## src/rtl/fes_pkg.sv

```systemverilog
/*
  Shared constants and types of the numeric exception unit: exception flag
  positions, reset values, stack geometry and the instruction command codes.
  Assumes nothing beyond a SystemVerilog compiler.
*/
package fes_pkg;

  // ----------------------------------------------------------------
  // Exception flag layout
  // ----------------------------------------------------------------
  localparam int         NUM_EXC      = 6;
  localparam int         EXC_INVALID  = 0;
  localparam int         EXC_DENORMAL = 1;
  localparam int         EXC_ZERODIV  = 2;
  localparam int         EXC_OVERFLOW = 3;
  localparam int         EXC_UNDERFLW = 4;
  localparam int         EXC_PRECISN  = 5;
  localparam logic [5:0] FLAGS_RST    = 6'h00;

  // ----------------------------------------------------------------
  // Register stack geometry and reset state
  // ----------------------------------------------------------------
  localparam int         STACK_DEPTH  = 8;
  localparam int         TOP_W        = 3;
  localparam logic [2:0] TOP_RST      = 3'h0;
  localparam logic [7:0] TAGS_RST     = 8'h00;

  // Fault line level held right after reset: active (low)
  localparam logic       FAULT_N_RST  = 1'b0;

  // ----------------------------------------------------------------
  // Instruction commands from the host interface
  // ----------------------------------------------------------------
  typedef enum logic [2:0] {
    CMD_NUMERIC                  = 3'h0,
    CMD_NOWAIT_INITIALIZE        = 3'h1,
    CMD_NOWAIT_STORE_ENVIRONMENT = 3'h2,
    CMD_NOWAIT_SAVE_STATE        = 3'h3,
    CMD_NOWAIT_STORE_STATUS_WORD = 3'h4,
    CMD_NOWAIT_STORE_CONTROL     = 3'h5,
    CMD_NOWAIT_CLEAR_EXCEPTIONS  = 3'h6
  } fes_cmd_t;

  typedef enum logic [1:0] {
    ST_IDLE = 2'b01,
    ST_EXEC = 2'b10
  } fes_state_t;

endpackage

```

## src/rtl/fes_ptr_if.sv

```systemverilog
/*
  Carrier between the exception unit core and its pointer store.
  Assumes both ends share one clock domain.
*/
`timescale 1ns/1ps
interface fes_ptr_if #(
  parameter int PTR_W = 32
);
  logic             capture;
  logic [PTR_W-1:0] instr_addr;
  logic [PTR_W-1:0] oper_addr;
  logic [PTR_W-1:0] instr_ptr;
  logic [PTR_W-1:0] oper_ptr;

  modport core  (output capture, output instr_addr, output oper_addr,
                 input instr_ptr, input oper_ptr);
  modport store (input capture, input instr_addr, input oper_addr,
                 output instr_ptr, output oper_ptr);
endinterface

```

## src/rtl/fes_core.sv

```systemverilog
/*
  Exception detection and reporting of a numeric coprocessor beside a host.
  Tracks register-stack occupancy, sets sticky exception flags, applies the
  mask, and drives the active-low fault line to the host.
  Assumes the host only issues a command while busy_o is low, holds the mask
  stable, and reports arithmetic exceptions with arith_done_i.

// Operation
// - Per-type mask bits; masked exception completes with a default fix-up result.
// - Masked exception drives nothing to the host; only result and flag.
// - Any exception sets its status flag; no location or time recorded.
// - Unmasked exception aborts the current numeric instruction.
// - Unmasked exception drives the active-low fault line to the host.
// - Non-waiting instructions execute without any pending-exception check.
// - Pointer registers load at the start of every numeric instruction.
// - Push to occupied or pop from empty slot sets stack fault and invalid.
// - Fault line held active after hardware reset.
*/
`timescale 1ns/1ps
module fes_core #(
  parameter int PTR_W = 32
) (
  input  wire logic                       clock_i,
  input  wire logic                       reset_n_i,
  input  wire logic                       cmd_valid_i,
  input  wire fes_pkg::fes_cmd_t          cmd_i,
  input  wire logic                       cmd_push_i,
  input  wire logic                       cmd_pop_i,
  input  wire logic [PTR_W-1:0]           cmd_instr_addr_i,
  input  wire logic [PTR_W-1:0]           cmd_oper_addr_i,
  input  wire logic [fes_pkg::NUM_EXC-1:0] exc_mask_i,
  input  wire logic                       arith_done_i,
  input  wire logic [fes_pkg::NUM_EXC-1:0] arith_exc_i,
  output logic                            busy_o,
  output logic                            complete_o,
  output logic                            fixup_o,
  output logic                            abort_o,
  output logic                            fault_n_o,
  output logic [fes_pkg::NUM_EXC-1:0]     status_flags_o,
  output logic                            stack_fault_flag_o,
  output logic [fes_pkg::TOP_W-1:0]       stack_top_o,
  output logic [PTR_W-1:0]                instr_ptr_o,
  output logic [PTR_W-1:0]                oper_ptr_o
);
  import fes_pkg::*;

  // ----------------------------------------------------------------
  // Elaboration check
  // ----------------------------------------------------------------
  if (PTR_W < 1 || PTR_W > 64) begin : g_bad_width
    $error("fes_core: PTR_W must be 1..64");
  end
  // Tag word and flag reset word are fixed-width package constants
  if (STACK_DEPTH != (1 << TOP_W) || NUM_EXC != 6) begin : g_bad_pkg
    $error("fes_core: stack depth or flag count does not fit the logic");
  end

  fes_ptr_if #(.PTR_W(PTR_W)) ptr ();

  fes_ptr_store #(.PTR_W(PTR_W)) u_ptr (
    .clock_i   (clock_i),
    .reset_n_i (reset_n_i),
    .ptr       (ptr)
  );

  // ----------------------------------------------------------------
  // Command decode
  // ----------------------------------------------------------------
  fes_state_t           state;
  logic [STACK_DEPTH-1:0] tags;
  logic [TOP_W-1:0]     top;
  logic                 start_num;
  logic                 do_clear;
  logic                 do_init;
  logic                 push_fault;
  logic                 pop_fault;
  logic                 stack_hit;
  logic [TOP_W-1:0]     push_slot;
  logic [NUM_EXC-1:0]   new_exc;
  logic [NUM_EXC-1:0]   unmasked;
  logic                 report;

  // Non-waiting commands are taken even with the fault line active
  assign start_num  = cmd_valid_i && !busy_o && cmd_i == CMD_NUMERIC;
  assign do_init    = cmd_valid_i && !busy_o && cmd_i == CMD_NOWAIT_INITIALIZE;
  assign do_clear   = do_init ||
                      (cmd_valid_i && !busy_o && cmd_i == CMD_NOWAIT_CLEAR_EXCEPTIONS);
  assign push_slot  = top - 3'h1;
  assign push_fault = cmd_push_i && tags[push_slot];
  assign pop_fault  = cmd_pop_i && !tags[top];
  assign stack_hit  = start_num && (push_fault || pop_fault);

  // Exceptions of this cycle: stack check at start, arithmetic at the end
  always_comb begin
    new_exc = '0;
    if (stack_hit) begin
      new_exc[EXC_INVALID] = 1'b1;
    end
    if (state == ST_EXEC && arith_done_i) begin
      new_exc = arith_exc_i;
    end
  end

  assign report   = stack_hit || (state == ST_EXEC && arith_done_i);
  assign unmasked = new_exc & ~exc_mask_i;

  assign ptr.capture    = start_num;
  assign ptr.instr_addr = cmd_instr_addr_i;
  assign ptr.oper_addr  = cmd_oper_addr_i;

  // ----------------------------------------------------------------
  // Sequencer
  // ----------------------------------------------------------------
  always_ff @(posedge clock_i or negedge reset_n_i) begin
    if (!reset_n_i) begin
      state <= ST_IDLE;
    end else begin
      case (state)
        ST_IDLE: begin
          if (start_num && !stack_hit) begin
            state <= ST_EXEC;
          end
        end
        ST_EXEC: begin
          if (arith_done_i) begin
            state <= ST_IDLE;
          end
        end
        default: begin
          state <= ST_IDLE;
        end
      endcase
    end
  end

  always_ff @(posedge clock_i or negedge reset_n_i) begin
    if (!reset_n_i) begin
      busy_o <= 1'b0;
    end else begin
      busy_o <= (start_num && !stack_hit) || (state == ST_EXEC && !arith_done_i);
    end
  end

  // ----------------------------------------------------------------
  // Instruction outcome pulses
  // ----------------------------------------------------------------
  always_ff @(posedge clock_i or negedge reset_n_i) begin
    if (!reset_n_i) begin
      complete_o <= 1'b0;
      fixup_o    <= 1'b0;
      abort_o    <= 1'b0;
    end else begin
      abort_o    <= report && |unmasked;
      fixup_o    <= report && |new_exc && !(|unmasked);
      complete_o <= (report && !(|unmasked)) ||
                    (cmd_valid_i && !busy_o && cmd_i != CMD_NUMERIC);
    end
  end

  // ----------------------------------------------------------------
  // Sticky flags; a new exception wins over a clear in the same cycle
  // ----------------------------------------------------------------
  always_ff @(posedge clock_i or negedge reset_n_i) begin
    if (!reset_n_i) begin
      status_flags_o     <= FLAGS_RST;
      stack_fault_flag_o <= 1'b0;
    end else begin
      status_flags_o     <= (do_clear ? FLAGS_RST : status_flags_o) | new_exc;
      stack_fault_flag_o <= (do_clear ? 1'b0 : stack_fault_flag_o) | stack_hit;
    end
  end

  // ----------------------------------------------------------------
  // Fault line to the host
  // ----------------------------------------------------------------
  // Host samples it after reset to tell the coprocessor type apart
  always_ff @(posedge clock_i or negedge reset_n_i) begin
    if (!reset_n_i) begin
      fault_n_o <= FAULT_N_RST;
    end else if (report && |unmasked) begin
      fault_n_o <= 1'b0;
    end else if (do_clear) begin
      fault_n_o <= 1'b1;
    end
  end

  // ----------------------------------------------------------------
  // Register stack occupancy
  // ----------------------------------------------------------------
  // A faulting push or pop leaves the stack untouched for the handler
  always_ff @(posedge clock_i or negedge reset_n_i) begin
    if (!reset_n_i) begin
      top  <= TOP_RST;
      tags <= TAGS_RST;
    end else if (do_init) begin
      top  <= TOP_RST;
      tags <= TAGS_RST;
    end else if (start_num && !stack_hit) begin
      if (cmd_pop_i && !cmd_push_i) begin
        tags[top] <= 1'b0;
        top       <= top + 3'h1;
      end else if (cmd_push_i && !cmd_pop_i) begin
        tags[push_slot] <= 1'b1;
        top             <= push_slot;
      end
    end
  end

  always_ff @(posedge clock_i or negedge reset_n_i) begin
    if (!reset_n_i) begin
      stack_top_o <= TOP_RST;
      instr_ptr_o <= '0;
      oper_ptr_o  <= '0;
    end else begin
      stack_top_o <= top;
      instr_ptr_o <= ptr.instr_ptr;
      oper_ptr_o  <= ptr.oper_ptr;
    end
  end
endmodule

```

## src/rtl/fes_ptr_store.sv

```systemverilog
/*
  Instruction and operand pointer registers, loaded when a numeric
  instruction starts so a handler can find the failed instruction.
  Assumes capture is a one-cycle pulse in the core's clock domain.
*/
`timescale 1ns/1ps
module fes_ptr_store #(
  parameter int PTR_W = 32
) (
  input  wire logic   clock_i,
  input  wire logic   reset_n_i,
  fes_ptr_if.store    ptr
);
  import fes_pkg::*;

  // ----------------------------------------------------------------
  // Pointer capture
  // ----------------------------------------------------------------
  always_ff @(posedge clock_i or negedge reset_n_i) begin
    if (!reset_n_i) begin
      ptr.instr_ptr <= '0;
      ptr.oper_ptr  <= '0;
    end else if (ptr.capture) begin
      ptr.instr_ptr <= ptr.instr_addr;
      ptr.oper_ptr  <= ptr.oper_addr;
    end
  end
endmodule

```

## config.mk

```make
export PLATFORM = sky130hd
export DESIGN_NAME = fes_core
export DESIGN_NICKNAME = d
export VERILOG_FILES = /design/src/rtl/fes_pkg.sv /design/src/rtl/fes_ptr_if.sv /design/src/rtl/fes_core.sv /design/src/rtl/fes_ptr_store.sv
export SDC_FILE = /design/constraint.sdc
export NUM_CORES = 1
export LEC_CHECK = 0
export ABC_AREA = 1
export BUFFER_PORTS_ARGS = -buffer_cell sky130_fd_sc_hd__buf_2
export CORE_MARGIN = 10
export CORE_UTILIZATION = 45
export DETAILED_ROUTE_END_ITERATION = 10
export MAX_ROUTING_LAYER = met4
export PLACE_DENSITY = 0.71
export SYNTH_ARGS = -nofsm -noshare
export SYNTH_HDL_FRONTEND = slang
export SYNTH_SLANG_ARGS = --single-unit
```

## constraint.sdc

```tcl
create_clock -name clock_i -period 2.8 [get_ports clock_i]
set_clock_uncertainty 0.05 [all_clocks]
set_input_delay 0.56 -clock clock_i [delete_from_list [all_inputs] [get_ports clock_i]]
set_output_delay 0.56 -clock clock_i [all_outputs]
set_load 0.005 [all_outputs]
```

## Word level (Yosys, flattened, before mapping)

Index checks and enable logic that the tools add are counted.

- Register bits after elaboration: 156
- Input port bits: 85
- Output and inout port bits: 79
- Word-level logic and storage cells: 99

- Add/subtract/negate cells: 2
- Order comparisons: 4
- Equality and inequality tests: 6
- Multiplexer cells: 25
- Bitwise operators: 7
- Reductions and logical operators: 40

Operators with widths:

| kind | count |
|---|---|
| 2-to-1 mux 8 bit | 4 |
| logical AND 1 bit | 19 |
| 2-to-1 mux 3 bit | 4 |
| 2-to-1 mux 6 bit | 2 |
| OR reduction 6 bit | 2 |
| bitwise AND 8 bit | 1 |
| < comparator 3 x 4 -> 1 bit (second input constant) | 2 |
| 2-to-1 mux 1 bit | 8 |
| inverter 8 bit | 1 |
| bitwise OR 8 bit | 1 |
| zero test 1 bit | 7 |
| bitwise AND 6 bit | 1 |
| binary-select mux 1 bit (select 3 bit) | 2 |
| demux 1 bit (select 3 bit) | 2 |
| greater-or-equal comparator 3 x 1 -> 1 bit (second input constant) | 2 |
| inverter 6 bit | 1 |
| bitwise OR 6 bit | 1 |
| nonzero test 3 bit | 2 |
| logical OR 1 bit | 5 |
| 2-to-1 mux 2 bit | 2 |
| inequality test 2 bit (second input constant) | 2 |
| case mux 2 bit (2 select lines) | 1 |
| AND reduction 2 bit | 2 |
| nonzero test 2 bit | 2 |
| 8 further kinds | 8 |

## Depth between registers and ports, before layout

- Word-level depth: 13
- Mapped depth: 16
- Depth with buffers taken out: 14

## Hierarchy

From an unflattened synthesis, not the netlist that was laid out.

- Cell total of the unflattened synthesis: 576
- Area, all modules: 5798.1 um^2

By module, submodules not included:

| module | times used | cells each | area an instance (um^2) | sequential area each (um^2) |
|---|---|---|---|---|
| fes_core | 1 | 306 | 3352.0 | 2303.5 |
| fes_ptr_store | 1 | 270 | 2446.1 | 1601.5 |

## Worst setup path before layout

OpenSTA, ideal clock, no wires.

- Kind: flip-flop to flip-flop
- Start point: register top[0]
- End point: register top[1]
- Setup time: 0.120 ns
- Arrival: 1.839 ns
- Data required time: 2.630 ns
- Slack: 0.791 ns
- Stages on the path, launching flop included: 17
- Path buffers: 3
- Clock period less this slack: 2.009 ns
- Path through: dfrtp_1 buf_6 inv_6 buf_6 ha_1 inv_1 nand2_1 nand2_1 nand2_1 nand2_1 nand2_1 nand3_2 nor2_4 inv_2 buf_6 nand3_1 nand2_1

- Longest elaborated chain between the ends: 10
- Elaborated cells between the ends (all ways): 19
- Classes of those cells: add/sub (2); mux (8); reduce/logical (9)

RTL lines:

| item | line | RTL |
|---|---|---|
| from (decl) | fes_core.sv:71 | `logic [TOP_W-1:0] top;` |
| from (signal assigned) | fes_core.sv:201 | `top <= top + 3'h1;` |
| from (signal assigned) | fes_core.sv:204 | `top <= push_slot;` |
| subtractor 3 x 1 -> 3 bit or binary-select mux 1 bit (select 3 bit) (tied branches) | fes_core.sv:88, fes_core.sv:90 |  |
| binary-select mux 1 bit (select 3 bit) or 2-to-1 mux 1 bit (tied branches) | fes_core.sv:89, fes_core.sv:90 |  |
| 2-to-1 mux 1 bit (not written as such) or zero test 1 bit (tied branches) | fes_core.sv:89, fes_core.sv:90 |  |
| logical AND 1 bit (on tied branches) | fes_core.sv:89, fes_core.sv:90 |  |
| logical OR 1 bit | fes_core.sv:91 | `assign stack_hit = start_num && (push_fault \|\| pop_fault);` |
| logical AND 1 bit | fes_core.sv:91 |  |
| zero test 1 bit | fes_core.sv:198 | `end else if (start_num && !stack_hit) begin` |
| logical AND 1 bit | fes_core.sv:198 |  |
| nonzero test 2 bit (no line) | n/a |  |
| AND reduction 2 bit (no line) | n/a |  |

Several ways; a longest one is shown, not always the timed one. The select of a mux whose other input is x is not followed.
A chain may end at the register's enable or synchronous reset.

## Final worst setup path

- Start point: register top[1]
- End point: register top[2]

Same word-level chain as after synthesis.

==> reports/qor.txt <==
status -> complete, no violations
Yosys reg bits -> 156
most frequent cell after synthesis -> nand2_1
post-synthesis mux area share -> 0%
Syn Inst Count -> 573
Mapped Nets -> 660
Die Y -> 132.6 microns
Rows -> 41
Netlist cell types -> 27
top post-synthesis cells by area -> dfrtp_1 (68%), nand2_1 (17%), nand3_1 (2.5%)
average wire per standard cell -> 15.28 microns
Lkg Pwr -> 4.081 nW
die width -> 132.6 microns
Post-synth ARST share -> 100.0%
post-route cell area -> 7291 sq um
Setup crit start kind -> flop
Fillers -> 1109
Slew Limit Headroom -> 24.49%
CP arrival -> 2640 ps
sum of negative setup slack -> 0 ps
largest net degree at the start of global routing -> 65
Synth Area in Compound Gates -> 2.851%
overall power after layout -> 5.765 mW
gr usage total -> 16.83%
placed cell count -> 895
mapped cell area -> 5705 sq um
gpl congestion -> 0.8506
largest family of logic cells by synthesized area -> simple AND/OR/NAND/NOR gates
Levels on crit path -> 13
CTS Hold Bufs -> 0
nets -> 829
reg2reg path depth -> 13
Cell Pwr Density -> 790.7 nW/um^2
Reg2Reg Capture Point -> top[2]
Synth top area share -> 67.98%
Root Driver -> clkbuf_16
reg2reg start -> top[1]
RSZ-0062 raised after global routing -> false
clock buffer depth -> 2
Slew @ Worst Pin -> 1133 ps
hold slack -> 70.16 ps
maximum vdd ir drop -> 0.4172 mV
Fin. Hold Viols -> 0
layout cells sized above 1 -> 28.74%
fin. max-slew vios -> 0
Final Critical Period -> 2395 ps
fraction of the yosys area taken by sequential cells -> 68.44%
EDFF count, synth -> 0
Resize count post-CTS -> 0
most frequent CP cell -> nand2_1
CP delay by family, top -> simple AND/OR/NAND/NOR gates
setup violators final -> 0
CTS Buf Count -> 17
vias in the first global route -> 4563
final std cells w/o fill -> 927
n_diodes -> 0
Worst Path Required -> 3040 ps
global-route wire length before repair -> 23.18 mm
top post-synthesis cells by count -> nand2_1 (264), dfrtp_1 (155), nand3_1 (28)
Iter 0 DRT Violations -> 276
via count -> 4438
I/O pins -> 164
CTS sink count -> 156
Yosys Warn Count -> 0
Crit. Startpoint -> top[1]
CP Cell Sequence -> inv_2, ha_1, inv_1, nand2_1, nand2_1, nand2_1, nand2_1, nand2_1, nand3_2, nor2_4, inv_2, nand3_1, o21ai_0
CTS H-tree depth -> 4
number of vias per cell -> 4.787
crit share post-route -> 85.53%
CP Capture Type -> flop
Primary FF master, synth -> dfrtp_1
simple-gate share of the synthesized area -> 23.71%
clock latency on the worst-skew pair -> 420 ps
drt total wl -> 14.16 mm
Max Clock Freq -> 0.4176 GHz
Cell Area, Placed -> 6701 sq um
Worst-path clk slew -> 60 ps
grt total ovfl -> 0
kind of path behind the tightest hold check -> input pin to asynchronous set/reset pin
CP max-delay cell -> dfrtp_1
Synth Area in Adders -> 0.4386%
total setup buffers inserted after CTS -> 0
Max-Cap Viols -> 0
Syn-to-layout area delta -> 27.79%
drt pass-1 iters -> 5
Worst Setup Path Type -> flop to flop
TritonCTS clock tree -> done
slowest cell delay on critical path -> 550 ps
Critical path buffers and inverters -> 3
reg-to-reg slack, setup -> 410 ps
crit path to -> top[2]
Avg Inst Size Synth -> 9.957 sq um
Port Buffers -> 163
dpl hpwl -> 10.22 mm
Synth area leader -> dfrtp_1
die area -> 17580 sq um
Max FO, Critical Path -> 12
ANT nets after route -> 0
Remaining DRCs -> 0
initial antenna violation count -> 0
xor and xnor area share after synthesis -> 0.1535%
starting density of the core -> 45.58%
core footprint -> 12520 sq um
## final cells by class
type,instances,area (sq um),share of cell area (%)
Sequential cell,156,3905,53.56
Clock buffer,22,474.2,6.504
Clock inverter,10,115.1,1.579
Timing Repair Buffer,172,914.6,12.55
Inverter,30,117.6,1.613
Multi-Input combinational cell,365,1549,21.25
Tap cell,172,215.2,2.952
## flip-flops by register name, summed over array words and instances, names as in the netlist, 2 cells and up
name,cells
instr_ptr_o,32
oper_ptr_o,32
status_flags_o,6
top,3
u_ptr.ptr.oper_ptr,32
state,2
tags,8
u_ptr.ptr.instr_ptr,32
stack_top_o,3
## power breakdown
| group | total [mW] | internal (mW) | switching, mW |
|---|---|---|---|
| Combinational | 0.696 | 0.298 | 0.398 |
| Clock | 2.26 | 1.38 | 0.877 |
| Sequential | 2.81 | 2.64 | 0.174 |
| Total | 5.76 | 4.32 | 1.45 |
## placed cells by master (no fill, tap or decap)
cell type,instances
nand2_1,264
buf_2,162
dfrtp_1,155
nand3_1,28
nor2_1,26
inv_1,24
o21ai_0,19
clkbuf_16,17
buf_4,7
nand4_1,5
inv_2,4
nand3_2,4
o311ai_0,4
clkinv_4,4
clkinv_2,4
clkbuf_8,3
o22ai_1,2
nor2_2,2
nor2_4,2
o211ai_1,2
ha_1,2
bufinv_16,2
clkbuf_1,2
buf_12,2
inv_6,1
o21ai_1,1
or2_1,1
nand2_2,1
nor3_1,1
clkinv_1,1
xor2_1,1
buf_6,1
dfstp_2,1
## cell families (layout without fill, tap and decap cells)
family          Yosys count  after routing
fa+ha+maj                 2              2
xor+xnor                  1              1
compound gates           28             28
flops                   156            156
simple gates            334            334
buf+inv                  52            234
## routing by layer
layer  track usage [%]  wire length (microns)
met1             20.19                   6222
met5                 -                      0
met3             5.034                    881
met4             5.868                    261
met2             26.59                   6795
## stage by stage
step	util (%)	setup WS, ps
after floorplan	-	790.8
after global placement	53.54	592.8
after detailed placement	53.54	432.9
after CTS	58.25	424.1
after global routing	58.25	190.6
final	58.25	405.3
## worst min path at each step
| stage | start | to | slack [ps] | cells after the start |
|---|---|---|---|---|
| floorplan | reset_n_i | abort_o | 210 | 0 |
| global placement | u_ptr.ptr.instr_ptr[28] | instr_ptr_o[28] | 310 | 0 |
| detailed placement | u_ptr.ptr.oper_ptr[7] | oper_ptr_o[7] | 310 | 0 |
| CTS | reset_n_i | oper_ptr_o[8] | 90 | 1 |
| global route | reset_n_i | oper_ptr_o[8] | 110 | 1 |
| finish | reset_n_i | oper_ptr_o[8] | 70 | 1 |
No activity file was read; power rests on OpenSTA's default activity.
